[src/logic/pmc_pkg.sv]
// Package with register map, field layout, mode codes and timing for the power-mode controller.
package pmc_pkg;

  // Register byte offsets.
  localparam logic [7:0] MODE_OFF      = 8'h00;
  localparam logic [7:0] ACT_TPL_OFF   = 8'h04;
  localparam logic [7:0] ALT_TPL_OFF   = 8'h08;
  localparam logic [7:0] WAKE_EN_OFF   = 8'h0c;
  localparam logic [7:0] WAKE_STAT_OFF = 8'h10;
  localparam logic [7:0] CTW_MASK_OFF  = 8'h14;
  localparam logic [7:0] CTW_CNT_OFF   = 8'h18;
  localparam logic [7:0] STATUS_OFF    = 8'h1c;

  // Mode codes in the mode control field.
  localparam logic [1:0] MODE_ACTIVE = 2'h0;
  localparam logic [1:0] MODE_ALT    = 2'h1;
  localparam logic [1:0] MODE_SLEEP  = 2'h2;
  localparam logic [1:0] MODE_HIBER  = 2'h3;

  // Field positions.
  localparam int TPL_CPU_BIT    = 0;
  localparam int CTW_CLR_BIT    = 0;
  localparam int STAT_WAKE_BIT  = 2;
  localparam int STAT_HOLD_BIT  = 3;
  localparam int RST_EXT_BIT    = 8;
  localparam int RST_WDT_BIT    = 9;
  localparam int RST_PRECISE_LOW_VOLTAGE_RESET_BIT   = 10;
  localparam int CTW_CNT_LSB    = 0;

  // Reset values.
  localparam logic [7:0]  ACT_TPL_RST  = 8'hff;
  localparam logic [7:0]  ALT_TPL_RST  = 8'hfe;
  localparam logic [7:0]  WAKE_EN_RST  = 8'h00;
  localparam logic [12:0] CTW_MASK_RST = 13'h03ff;

  // Wake sources allowed in each low-power mode.
  localparam logic [7:0] SLEEP_SRC_M = 8'h3f;
  localparam logic [7:0] HIBER_SRC_M = 8'h02;

  // Timing.
  localparam int CLK_PERIOD_NS = 10;
  localparam int SLEEP_WAKE_US = 15;
  localparam int HIBER_WAKE_US = 100;
  localparam logic [13:0] SLEEP_WAKE_CYC =
    14'((SLEEP_WAKE_US * 1000) / CLK_PERIOD_NS - 1);
  localparam logic [13:0] HIBER_WAKE_CYC_DEF =
    14'((HIBER_WAKE_US * 1000) / CLK_PERIOD_NS - 1);

  // Interrupt-type wake sources, bit 7 first.
  typedef struct packed {
    logic power_supervisor;
    logic universal_digital_block;
    logic low_voltage_detect;
    logic central_timewheel;
    logic rtc;
    logic i2c;
    logic pin_interrupt_unit;
    logic comparator;
  } pmc_wake_src_t;

  // Reset-type wake events.
  typedef struct packed {
    logic precise_low_voltage_reset;
    logic watchdog_reset;
    logic external_reset_pin_n;
  } pmc_rst_evt_t;

endpackage

[src/logic/pmc_timewheel.sv]
// 13-bit central timewheel, advanced on tick_1k while run is high, with a periodic interrupt.
`timescale 1ns/10ps
module pmc_timewheel (
  // Clock and reset.
  input  wire logic        clk_sys,
  input  wire logic        reset_n,
  // Control.
  input  wire logic        tick_1k,
  input  wire logic        run,
  input  wire logic        clear,
  input  wire logic [12:0] period_mask,
  // Results.
  output logic      [12:0] count_q,
  output logic             irq_q
);

  logic [12:0] count_d;

  assign count_d = count_q + 13'h0001;

  always_ff @(posedge clk_sys) begin
    if (!reset_n || clear) begin
      count_q <= 13'h0000;
    end else if (tick_1k && run) begin
      count_q <= count_d;
    end
  end

  always_ff @(posedge clk_sys) begin
    if (!reset_n) begin
      irq_q <= 1'b0;
    end else begin
      irq_q <= tick_1k && run && !clear && ((count_d & period_mask) == 13'h0000);
    end
  end
endmodule

[src/logic/pmc_ctrl.sv]
// Global power-mode controller with APB registers and wake sequencing.
`timescale 1ns/10ps
module pmc_ctrl #(
  parameter logic [13:0] HIBER_WAKE_CYC = pmc_pkg::HIBER_WAKE_CYC_DEF
) (
  // Clock and reset.
  input  wire logic                   clk_sys,
  input  wire logic                   reset_n,
  // APB slave.
  input  wire logic                   psel,
  input  wire logic                   penable,
  input  wire logic                   pwrite,
  input  wire logic [7:0]             paddr,
  input  wire logic [31:0]            pwdata,
  output logic      [31:0]            prdata,
  output logic                        pready,
  output logic                        pslverr,
  // Wake and reset events.
  input  wire pmc_pkg::pmc_wake_src_t wake_src,
  input  wire pmc_pkg::pmc_rst_evt_t  rst_evt,
  input  wire logic                   tick_1k,
  // Power controls.
  output logic      [7:0]             subsys_clk_en,
  output logic      [1:0]             mode_q,
  output logic                        regulators_on,
  output logic                        regulator_buzz,
  output logic                        hiber_regulator_only,
  output logic                        io_hold,
  output logic                        mem_retain,
  output logic                        rtc_run,
  output logic                        ctw_irq
);

  typedef enum logic [2:0] {
    ST_ACTIVE,
    ST_ALT,
    ST_SLEEP,
    ST_HIBER,
    ST_WAKE_SLP,
    ST_WAKE_HIB
  } pmc_state_t;

  pmc_state_t  state_q;
  pmc_state_t  state_d;
  logic [7:0]  act_tpl_q;
  logic [7:0]  alt_tpl_q;
  logic [7:0]  wake_en_q;
  logic [10:0] wake_stat_q;
  logic [12:0] ctw_mask_q;
  logic [12:0] ctw_count;
  logic [13:0] cnt_q;
  logic [13:0] wait_q;
  logic [31:0] prdata_q;
  logic        pslverr_q;
  logic        wr_en;
  logic        mode_wr;
  logic [1:0]  mode_tgt;
  logic [7:0]  src_vec;
  logic [7:0]  src_en;
  logic [2:0]  rst_vec;
  logic        rst_any;
  logic        irq_wake;
  logic        wake_evt;
  logic        ctw_clear;
  logic        ctw_run;

  // Address decode shared by the read and write paths.
  function automatic logic reg_hit(input logic [7:0] addr, input logic [7:0] off);
    reg_hit = (addr == off);
  endfunction

  function automatic logic reg_mapped(input logic [7:0] addr);
    reg_mapped = reg_hit(addr, pmc_pkg::MODE_OFF) || reg_hit(addr, pmc_pkg::ACT_TPL_OFF) ||
                 reg_hit(addr, pmc_pkg::ALT_TPL_OFF) || reg_hit(addr, pmc_pkg::WAKE_EN_OFF) ||
                 reg_hit(addr, pmc_pkg::WAKE_STAT_OFF) || reg_hit(addr, pmc_pkg::CTW_MASK_OFF) ||
                 reg_hit(addr, pmc_pkg::CTW_CNT_OFF) || reg_hit(addr, pmc_pkg::STATUS_OFF);
  endfunction

  // Mode code shown for a controller state.
  function automatic logic [1:0] mode_code(input pmc_state_t st);
    case (st)
      ST_ALT:      mode_code = pmc_pkg::MODE_ALT;
      ST_SLEEP:    mode_code = pmc_pkg::MODE_SLEEP;
      ST_HIBER:    mode_code = pmc_pkg::MODE_HIBER;
      ST_WAKE_HIB: mode_code = pmc_pkg::MODE_HIBER;
      ST_WAKE_SLP: mode_code = pmc_pkg::MODE_SLEEP;
      default:     mode_code = pmc_pkg::MODE_ACTIVE;
    endcase
  endfunction

  assign pready   = 1'b1;
  assign prdata   = prdata_q;
  assign pslverr  = pslverr_q;
  assign wr_en    = psel && penable && pwrite && pready;
  assign mode_tgt = pwdata[1:0];
  assign mode_wr  = wr_en && reg_hit(paddr, pmc_pkg::MODE_OFF);
  assign ctw_clear = wr_en && reg_hit(paddr, pmc_pkg::CTW_CNT_OFF) && pwdata[pmc_pkg::CTW_CLR_BIT];

  // Wake event qualification.
  assign src_vec  = wake_src;
  assign src_en   = src_vec & wake_en_q;
  assign rst_vec  = {rst_evt.precise_low_voltage_reset, rst_evt.watchdog_reset,
                     !rst_evt.external_reset_pin_n};
  assign rst_any  = |rst_vec;
  assign irq_wake = |src_en;

  // Next-state logic.
  always_comb begin
    state_d  = state_q;
    wake_evt = 1'b0;
    case (state_q)
      ST_ACTIVE: begin
        if (rst_any || irq_wake) begin
          wake_evt = 1'b1;
        end else if (mode_wr) begin
          case (mode_tgt)
            pmc_pkg::MODE_ALT:   state_d = ST_ALT;
            pmc_pkg::MODE_SLEEP: state_d = ST_SLEEP;
            pmc_pkg::MODE_HIBER: state_d = ST_HIBER;
            default:             state_d = ST_ACTIVE;
          endcase
        end
      end
      ST_ALT: begin
        if (rst_any || irq_wake) begin
          wake_evt = 1'b1;
          state_d  = ST_ACTIVE;
        end else if (mode_wr) begin
          case (mode_tgt)
            pmc_pkg::MODE_ACTIVE: state_d = ST_ACTIVE;
            pmc_pkg::MODE_SLEEP:  state_d = ST_SLEEP;
            pmc_pkg::MODE_HIBER:  state_d = ST_HIBER;
            default:              state_d = ST_ALT;
          endcase
        end
      end
      ST_SLEEP: begin
        if (rst_any) begin
          wake_evt = 1'b1;
          state_d  = ST_ACTIVE;
        end else if (|(src_en & pmc_pkg::SLEEP_SRC_M)) begin
          state_d = ST_WAKE_SLP;
        end
      end
      ST_HIBER: begin
        if (!rst_evt.external_reset_pin_n) begin
          wake_evt = 1'b1;
          state_d  = ST_ACTIVE;
        end else if (|(src_en & pmc_pkg::HIBER_SRC_M)) begin
          state_d = ST_WAKE_HIB;
        end
      end
      ST_WAKE_SLP, ST_WAKE_HIB: begin
        if (rst_any || cnt_q == 14'h0000) begin
          wake_evt = 1'b1;
          state_d  = ST_ACTIVE;
        end
      end
      default: begin
        state_d = ST_ACTIVE;
      end
    endcase
  end

  always_ff @(posedge clk_sys) begin
    if (!reset_n) begin
      state_q <= ST_ACTIVE;
    end else begin
      state_q <= state_d;
    end
  end

  // Wake interval counter.
  always_ff @(posedge clk_sys) begin
    if (!reset_n) begin
      cnt_q <= 14'h0000;
    end else if (state_q == ST_SLEEP) begin
      cnt_q <= pmc_pkg::SLEEP_WAKE_CYC - 14'h0001;
    end else if (state_q == ST_HIBER) begin
      cnt_q <= HIBER_WAKE_CYC - 14'h0001;
    end else if (cnt_q != 14'h0000) begin
      cnt_q <= cnt_q - 14'h0001;
    end
  end

  // Templates; a wake event re-enables the processor and beats a software clear.
  always_ff @(posedge clk_sys) begin
    if (!reset_n) begin
      act_tpl_q <= pmc_pkg::ACT_TPL_RST;
    end else begin
      if (wr_en && reg_hit(paddr, pmc_pkg::ACT_TPL_OFF)) begin
        act_tpl_q <= pwdata[7:0];
      end
      if (wake_evt) begin
        act_tpl_q[pmc_pkg::TPL_CPU_BIT] <= 1'b1;
      end
    end
  end

  always_ff @(posedge clk_sys) begin
    if (!reset_n) begin
      alt_tpl_q <= pmc_pkg::ALT_TPL_RST;
    end else if (wr_en && reg_hit(paddr, pmc_pkg::ALT_TPL_OFF)) begin
      alt_tpl_q <= pwdata[7:0];
    end
  end

  always_ff @(posedge clk_sys) begin
    if (!reset_n) begin
      wake_en_q  <= pmc_pkg::WAKE_EN_RST;
      ctw_mask_q <= pmc_pkg::CTW_MASK_RST;
    end else begin
      if (wr_en && reg_hit(paddr, pmc_pkg::WAKE_EN_OFF)) begin
        wake_en_q <= pwdata[7:0];
      end
      if (wr_en && reg_hit(paddr, pmc_pkg::CTW_MASK_OFF)) begin
        ctw_mask_q <= pwdata[12:0];
      end
    end
  end

  // Sticky wake causes; write one to clear, a new event wins.
  always_ff @(posedge clk_sys) begin
    if (!reset_n) begin
      wake_stat_q <= 11'h000;
    end else begin
      wake_stat_q <= (wake_stat_q & ~((wr_en && reg_hit(paddr, pmc_pkg::WAKE_STAT_OFF)) ?
                     pwdata[10:0] : 11'h000)) | {rst_vec, src_en};
    end
  end

  // Registered read data and error, captured in the setup cycle.
  always_ff @(posedge clk_sys) begin
    if (!reset_n) begin
      prdata_q  <= 32'h0000_0000;
      pslverr_q <= 1'b0;
    end else if (psel && !penable) begin
      pslverr_q <= !reg_mapped(paddr);
      prdata_q  <= 32'h0000_0000;
      if (reg_hit(paddr, pmc_pkg::MODE_OFF)) begin
        prdata_q[1:0] <= mode_code(state_q);
      end
      if (reg_hit(paddr, pmc_pkg::ACT_TPL_OFF)) begin
        prdata_q[7:0] <= act_tpl_q;
      end
      if (reg_hit(paddr, pmc_pkg::ALT_TPL_OFF)) begin
        prdata_q[7:0] <= alt_tpl_q;
      end
      if (reg_hit(paddr, pmc_pkg::WAKE_EN_OFF)) begin
        prdata_q[7:0] <= wake_en_q;
      end
      if (reg_hit(paddr, pmc_pkg::WAKE_STAT_OFF)) begin
        prdata_q[10:0] <= wake_stat_q;
      end
      if (reg_hit(paddr, pmc_pkg::CTW_MASK_OFF)) begin
        prdata_q[12:0] <= ctw_mask_q;
      end
      if (reg_hit(paddr, pmc_pkg::CTW_CNT_OFF)) begin
        prdata_q[pmc_pkg::CTW_CNT_LSB +: 13] <= ctw_count;
      end
      if (reg_hit(paddr, pmc_pkg::STATUS_OFF)) begin
        prdata_q[1:0] <= mode_code(state_q);
        prdata_q[pmc_pkg::STAT_WAKE_BIT] <= (state_q == ST_WAKE_SLP) || (state_q == ST_WAKE_HIB);
        prdata_q[pmc_pkg::STAT_HOLD_BIT] <= io_hold;
      end
    end
  end

  // Power control outputs.
  always_ff @(posedge clk_sys) begin
    if (!reset_n) begin
      subsys_clk_en        <= pmc_pkg::ACT_TPL_RST;
      mode_q               <= pmc_pkg::MODE_ACTIVE;
      regulators_on        <= 1'b1;
      regulator_buzz       <= 1'b0;
      hiber_regulator_only <= 1'b0;
      io_hold              <= 1'b0;
      mem_retain           <= 1'b0;
      rtc_run              <= 1'b1;
    end else begin
      mode_q               <= mode_code(state_q);
      regulators_on        <= (state_q != ST_SLEEP) && (state_q != ST_HIBER);
      regulator_buzz       <= (state_q == ST_SLEEP);
      hiber_regulator_only <= (state_q == ST_HIBER);
      io_hold              <= (state_q == ST_HIBER) || (state_q == ST_WAKE_HIB);
      mem_retain           <= (state_q == ST_HIBER) || (state_q == ST_WAKE_HIB);
      rtc_run              <= ctw_run;
      case (state_q)
        ST_ACTIVE: subsys_clk_en <= act_tpl_q;
        ST_ALT:    subsys_clk_en <= alt_tpl_q;
        default:   subsys_clk_en <= 8'h00;
      endcase
    end
  end

  assign ctw_run = (state_q != ST_HIBER) && (state_q != ST_WAKE_HIB);

  pmc_timewheel u_timewheel (
    .clk_sys     (clk_sys),
    .reset_n     (reset_n),
    .tick_1k     (tick_1k),
    .run         (ctw_run),
    .clear       (ctw_clear),
    .period_mask (ctw_mask_q),
    .count_q     (ctw_count),
    .irq_q       (ctw_irq)
  );

  // Cycles spent in the current wake interval, for checking only.
  always_ff @(posedge clk_sys) begin
    if (!reset_n || (state_q != ST_WAKE_SLP && state_q != ST_WAKE_HIB)) begin
      wait_q <= 14'h0000;
    end else begin
      wait_q <= wait_q + 14'h0001;
    end
  end
endmodule

[config.mk]
export PLATFORM = sky130hd
export DESIGN_NAME = pmc_ctrl
export DESIGN_NICKNAME = d
export VERILOG_FILES = /design/src/logic/pmc_pkg.sv /design/src/logic/pmc_timewheel.sv /design/src/logic/pmc_ctrl.sv
export SDC_FILE = /design/constraint.sdc
export NUM_CORES = 1
export LEC_CHECK = 0
export BUFFER_PORTS_ARGS = -buffer_cell sky130_fd_sc_hd__buf_2
export CAP_MARGIN = 15
export CORE_ASPECT_RATIO = 0.9
export CORE_MARGIN = 2
export CORE_UTILIZATION = 55
export DETAILED_ROUTE_END_ITERATION = 12
export HOLD_SLACK_MARGIN = 0.08
export PLACE_DENSITY = 0.8
export SYNTH_ARGS = -nofsm -noshare
export SYNTH_HDL_FRONTEND = slang
export SYNTH_HIERARCHICAL = 1
export SYNTH_SLANG_ARGS = --single-unit
export TNS_END_PERCENT = 20
[constraint.sdc]
create_clock -name clk_sys -period 2.85 [get_ports clk_sys]
set_clock_uncertainty 0.15 [all_clocks]
set_input_delay 0 -clock clk_sys [delete_from_list [all_inputs] [get_ports clk_sys]]
set_output_delay 0 -clock clk_sys [all_outputs]
set_load 0.02 [all_outputs]
; ---- After elaboration in Yosys (flattened, before gate mapping)
; Index checks and enable logic that the tools add are counted.
[totals]
reg_bits = 108
in_bits = 57
output_inout_bits = 51
word_cells = 136
[classes]
addsub = 2
n_eq_ne = 24
mux = 31
bitwise = 6
reduce_logical = 52
[op_table]
columns = operator, count
row1 = two-way mux 11 bit, 3
row2 = == test 8 x 5 -> 1 bit (second input constant), 4
row3 = two-way mux 14 bit, 2
row4 = two-way mux 3 bit, 9
row5 = two-way mux 13 bit, 2
row6 = two-way mux 8 bit, 3
row7 = case mux 2 bit (3 select lines), 3
row8 = == test 8 x 4 -> 1 bit (second input constant), 2
row9 = logical AND 1 bit, 16
row10 = case mux 8 bit (2 select lines), 1
row11 = case mux 3 bit (5 select lines), 1
row12 = zero test 14 bit, 1
row13 = nonzero test 14 bit, 1
row14 = subtractor 14 x 1 -> 14 bit (second input constant), 1
row15 = adder 13 x 1 -> 13 bit (second input constant), 1
row16 = bitwise AND 13 bit, 1
row17 = zero test 13 bit, 1
row18 = logical OR 1 bit, 12
row19 = inequality test 3 bit (second input constant), 4
row20 = OR reduction 2 bit, 6
row21 = bitwise AND 11 bit, 1
row22 = NOT 11 bit, 1
row23 = bitwise OR 11 bit, 1
row24 = bitwise AND 8 bit, 1
row25 = 23 further kinds, 37

; ---- Logic depth before layout (Yosys ltp)
[logic_depth]
word_depth = 11
ltp_mapped = 10

; ---- Modules after synthesis
; The synthesis kept the hierarchy.
[by_module_without_submodules]
columns = module, n_inst, cells_each, area_each_um2, seq_area_each_um2
row1 = pmc_ctrl, 1, 551, 4478.0, 1881.8
row2 = pmc_timewheel, 1, 100, 839.6, 280.3

; ---- Worst setup path before layout
; No wires, ideal clock.
[synth_timing]
kind = register -> register
start = reg state_q[2]
end = reg u_timewheel.count_q[12]
arrival_time_ps = 1936
t_required_ps = 2630
path_slack_ps = 694
path_stages_with_launch = 9
synth_period_minus_slack_ps = 2156
path_cell_list = dfxtp_1 -> clkbuf_1 -> or2_2 -> clkbuf_1 -> nand2_1 -> nand2_1 -> or3_4 -> or3_1 -> a21oi_1
[synth_via]
elab_chain_len = 3
elab_cells_between_ends = 4
classes_between = 2 x eq/ne / 2 x reduce/logical
[synth_lines]
columns = item, line_no
row1 = start: declaration, pmc_ctrl.sv:43  ; pmc_state_t state_q;
row2 = start signal: assignment, pmc_ctrl.sv:169  ; state_q <= state_d;
row3 = inequality test 3 x 2 -> 1 bit / inequality test 3 bit (equally long branches), n/a
row4 = logical AND 1 bit *, pmc_ctrl.sv:296  ; assign ctw_run = (state_q != ST_HIBER) && (state_q != ST_WAKE_HIB);
row5 = net ctw_run, pmc_ctrl.sv:65  ; logic ctw_run;
row6 = logical AND 1 bit *, pmc_timewheel.sv:24  ; end else if (tick_1k && run) begin
row7 = end signal: assignment, pmc_timewheel.sv:25  ; count_q <= count_d;
row8 = end: declaration, pmc_timewheel.sv:13  ; output logic [12:0] count_q,
; The timed path passes the listed nets; every way through them passes the cells marked *.
; A chain may end at the register's enable or synchronous reset.

; ---- Final worst setup path
[layout_timing]
start = in paddr[6]
end = reg wake_en_q[4]
[layout_via]
elab_chain_len = 2
[layout_lines]
columns = item, line_no
row1 = start: declaration, pmc_ctrl.sv:13  ; input wire logic [7:0] paddr,
row2 = == test 8 x 4 -> 1 bit, pmc_ctrl.sv:69  ; reg_hit = (addr == off);
row3 = logical AND 1 bit, pmc_ctrl.sv:213  ; if (wr_en && reg_hit(paddr, pmc_pkg::WAKE_EN_OFF)) begin
row4 = end signal: assignment, pmc_ctrl.sv:210  ; wake_en_q <= pmc_pkg::WAKE_EN_RST;
row5 = end signal: assignment, pmc_ctrl.sv:214  ; wake_en_q <= pwdata[7:0];
row6 = end: declaration, pmc_ctrl.sv:47  ; logic [7:0] wake_en_q;
; No other way between the ends.

==> impl_metrics.xml <==
<?xml version="1.0" encoding="UTF-8"?>
<metrics>
  <group name="layout">
    <metric name="final_cell_mix" unit="">108 x sky130_fd_sc_hd__nand2_1, 108 x sky130_fd_sc_hd__dfxtp_1, 68 x sky130_fd_sc_hd__buf_2</metric>
    <metric name="antenna_cells_inserted" unit="">0</metric>
    <metric name="area_growth" unit="%">19.7</metric>
    <metric name="post_layout_nets" unit="">813</metric>
    <metric name="fin_area" unit="µm²">6360</metric>
    <metric name="layout-drive-gt1-share" unit="">0.168</metric>
  </group>
  <group name="clocking">
    <metric name="h-tree-depth" unit="">3</metric>
    <metric name="worst_setup_hold_path_clk_slew" unit="ns">0.10</metric>
    <metric name="clock_tree.root_cell" unit="">sky130_fd_sc_hd__clkbuf_8</metric>
    <metric name="clock-sinks" unit="">108</metric>
    <metric name="tritoncts_clock_tree" unit="">yes</metric>
    <metric name="insertion_delay" unit="ns">0.38</metric>
    <metric name="cts_max_path_buffers" unit="">2</metric>
    <metric name="tritoncts.num_buffers" unit="">9</metric>
  </group>
  <group name="routing">
    <metric name="drt_drc_violations_left" unit="">0</metric>
    <metric name="totalWireLength" unit="mm">15.2</metric>
    <metric name="detailroute.via_count" unit="">5234</metric>
    <metric name="route.detailed.vias_per_inst" unit="">5.92</metric>
    <metric name="ant_nets" unit="">0</metric>
    <metric name="drt-pass1-iter-count" unit="">6</metric>
    <metric name="route.top_layer_used" unit="">met4</metric>
    <metric name="wl_per_cell" unit="µm">17.2</metric>
    <metric name="wirelength_met1" unit="mm">6.07</metric>
    <metric name="route.met2.wl" unit="mm">7.25</metric>
    <metric name="drt_iter0_markers" unit="">681</metric>
    <metric name="met3_length" unit="mm">1.46</metric>
  </group>
  <group name="floorplanning">
    <metric name="core" unit="µm²">9530</metric>
    <metric name="fp.dieArea" unit="µm²">10500</metric>
    <metric name="start_util" unit="">0.558</metric>
    <metric name="die_width" unit="µm">108</metric>
    <metric name="io_pins" unit="">108</metric>
    <metric name="die_h" unit="µm">97.3</metric>
    <metric name="rows" unit="">34</metric>
  </group>
  <group name="critical_path">
    <metric name="cp_cell_sequence" unit="">dlygate4sd3_1 -&gt; buf_2 -&gt; nor4_2 -&gt; dlygate4sd3_1 -&gt; nand2_1 -&gt; nor3_4 -&gt; nand2_1 -&gt; dlygate4sd3_1 -&gt; a21oi_1</metric>
    <metric name="crit_slowest_cell" unit="">sky130_fd_sc_hd__dlygate4sd3_1</metric>
    <metric name="setup.worst_path.start_class" unit="">input port</metric>
    <metric name="critical_path_arrival" unit="ns">2.88</metric>
    <metric name="critical_path.max_fanout" unit="">5</metric>
    <metric name="setup.worst_path.class" unit="">in2reg</metric>
    <metric name="path_common_cell" unit="">sky130_fd_sc_hd__dlygate4sd3_1</metric>
    <metric name="worst-endpoint-required" unit="ns">3.01</metric>
    <metric name="type_of_destination_of_the_critical_path" unit="">flip-flop</metric>
    <metric name="cp_slowest_stage_delay" unit="ns">0.63</metric>
  </group>
  <group name="run">
    <metric name="max_cap_violations" unit="">0</metric>
  </group>
  <group name="timing">
    <metric name="maxSlewViolCount" unit="">0</metric>
    <metric name="max_slew_margin" unit="">0.525</metric>
    <metric name="finalWorstPathRequiredPeriod" unit="ns">2.72</metric>
    <metric name="final_min_period_over_clock_period" unit="">0.954</metric>
    <metric name="rsz_0062_raised_after_global_routing" unit="">false</metric>
    <metric name="fin_tns_setup" unit="ns">0</metric>
    <metric name="number_of_failing_setup_endpoints_in_the_final_timing_report" unit="">0</metric>
    <metric name="clock.fmax" unit="MHz">368</metric>
    <metric name="fin_worst_hold_slack" unit="ns">0.102</metric>
    <metric name="hold_viol" unit="">0</metric>
    <metric name="timing_worst_slew_pin_value" unit="ns">0.709</metric>
  </group>
  <group name="placed_design">
    <metric name="gp_congestion" unit="">0.934</metric>
    <metric name="port_buf_inserts" unit="">68</metric>
    <metric name="place_area" unit="µm²">5700</metric>
    <metric name="post-dp-hpwl" unit="mm">10.4</metric>
  </group>
  <group name="yosys">
    <metric name="synth.distinct_cells" unit="">66</metric>
    <metric name="syn-instance-count" unit="">651</metric>
    <metric name="asyncSetResetFlopFracSynth" unit="">0</metric>
    <metric name="synth_area" unit="µm²">5320</metric>
    <metric name="synth-warning-count" unit="">6</metric>
    <metric name="flip_flop_and_latch_count_after_synthesis" unit="">108</metric>
    <metric name="post_synth.cell_area_avg" unit="µm²">8.17</metric>
    <metric name="synth_seq_area_share" unit="">0.407</metric>
    <metric name="ys.flop_type" unit="">sky130_fd_sc_hd__dfxtp_1</metric>
    <metric name="synth_enable_flop_cells" unit="">0</metric>
  </group>
  <group name="grt">
    <metric name="gr_usage_total" unit="">0.298</metric>
    <metric name="grt-ovfl-total" unit="">0</metric>
    <metric name="first_global_vias" unit="">4923</metric>
    <metric name="wire_length_of_the_first_global_routing_pass" unit="mm">24.7</metric>
    <metric name="number_of_antenna_violations_at_the_first_check_in_global_routing" unit="">0</metric>
    <metric name="grt_start_max_net_pins" unit="">32</metric>
  </group>
  <group name="outcome">
    <metric name="outcome" unit="">completed</metric>
  </group>
  <group name="power">
    <metric name="max-vdd-ir-drop" unit="mV">0.503</metric>
    <metric name="report.power.total" unit="mW">3.62</metric>
    <metric name="power_per_cell_area" unit="nW/µm²">569</metric>
    <metric name="leakagePower" unit="nW">2.64</metric>
  </group>
  <group name="min_path">
    <metric name="worstHoldPathType" unit="">in2reg</metric>
  </group>
</metrics>
logic make-up after synthesis:
family,synth area share
adder cells (fa/ha/maj),0.00706
AO/OA/AOI/OAI,0.167
XOR/XNOR,0.0461
other,0.00141
AND/OR/NAND/NOR,0.258
multiplexers,0.0508
flip-flops,0.407
buffers and inverters,0.0631
Yosys cell counts, types with 4 or more instances:
cell type	n	share of area
sky130_fd_sc_hd__a211oi_1	4	0.0056
sky130_fd_sc_hd__a21boi_0	6	0.0085
sky130_fd_sc_hd__a21oi_1	46	0.043
sky130_fd_sc_hd__a221oi_1	5	0.0082
sky130_fd_sc_hd__a22o_1	4	0.0066
sky130_fd_sc_hd__a22oi_1	10	0.014
sky130_fd_sc_hd__a31oi_1	11	0.013
sky130_fd_sc_hd__and2_1	5	0.0059
sky130_fd_sc_hd__and3_1	10	0.012
sky130_fd_sc_hd__and4_1	4	0.0066
sky130_fd_sc_hd__buf_2	6	0.0056
sky130_fd_sc_hd__buf_4	21	0.030
sky130_fd_sc_hd__clkbuf_1	25	0.018
sky130_fd_sc_hd__dfxtp_1	108	0.41
sky130_fd_sc_hd__inv_1	9	0.0064
sky130_fd_sc_hd__mux2_2	8	0.017
sky130_fd_sc_hd__mux2i_1	18	0.034
sky130_fd_sc_hd__nand2_1	108	0.076
sky130_fd_sc_hd__nand2b_1	5	0.0059
sky130_fd_sc_hd__nand3_1	32	0.030
sky130_fd_sc_hd__nand3b_1	4	0.0056
sky130_fd_sc_hd__nand4_1	6	0.0071
sky130_fd_sc_hd__nor2_1	47	0.033
sky130_fd_sc_hd__nor2b_1	5	0.0059
sky130_fd_sc_hd__nor3_1	13	0.012
sky130_fd_sc_hd__nor4_1	4	0.0047
sky130_fd_sc_hd__o211ai_1	4	0.0056
sky130_fd_sc_hd__o21a_1	8	0.011
sky130_fd_sc_hd__o21ai_0	34	0.032
sky130_fd_sc_hd__or3_1	7	0.0082
sky130_fd_sc_hd__xnor2_1	14	0.023
sky130_fd_sc_hd__xor2_1	14	0.023
metrics by stage:
step                      setup slack, ns   util  instances
final                               0.132  0.668        884
after global routing               0.0399  0.668        884
after CTS                          0.0716  0.666        882
after detailed placement            0.559  0.598        823
after global placement              0.617  0.598        823
after floorplan                     0.694      -        669
final cells by class:
class | instances | area [µm²]
multi-input combinational | 495 | 2890
sequential | 108 | 2160
clock inverter | 5 | 58.8
tap | 126 | 158
inverter | 11 | 41.3
fill | 791 | 3170
clock buffer | 11 | 151
timing repair buffer | 128 | 898
worst max-delay path, delay by kind of cell:
| family | cells | cell delay [ns] |
|---|---|---|
| AO/OA/AOI/OAI | 1 | 0.15 |
| buffers and inverters | 4 | 1.89 |
| AND/OR/NAND/NOR | 4 | 0.85 |
flip-flops by register name (all words and copies together), names as in the netlist, 2 cells and up:
register	flops
u_timewheel/count_q	13
cnt_q	14
act_tpl_q	8
mode_q	2
wake_en_q	8
state_q	3
prdata	13
wake_stat_q	11
ctw_mask_q	13
subsys_clk_en	8
alt_tpl_q	8
where the power goes:
part,internal (mW),switching (mW)
registers,1.61,0.0915
clock network,0.456,0.523
logic,0.416,0.520
worst paths after layout:
| check | slack [ns] | to | from | cells after the start |
|---|---|---|---|---|
| worst max-delay path | 0.13 | wake_en_q[4]$_SDFFE_PN0P_ | paddr[6] | 9 |
| worst min-delay path | 0.10 | prdata[7]$_SDFFE_PN0P_ | paddr[1] | 5 |
| worst max register to register | 0.62 | u_timewheel/irq_q$_SDFF_PN0_ | state_q[2]$_SDFFE_PN0P_ | 7 |
| worst min register to register | 0.33 | wake_stat_q[5]$_SDFF_PN0_ | wake_stat_q[5]$_SDFF_PN0_ | 2 |
layer usage:
layer	track usage	vias to the layer above
met5	0	-
met2	0.486	281
met4	0.118	0
met1	0.378	2444
li1	-	2462
met3	0.0704	47
timing repair:
action	CTS	global route
hold buffers	43	0
endpoints found under the setup margin	0	1
setup buffers	0	2
gates resized for setup	0	1
endpoints found under the hold margin	84	0
No activity file was read; power rests on OpenSTA's default activity.
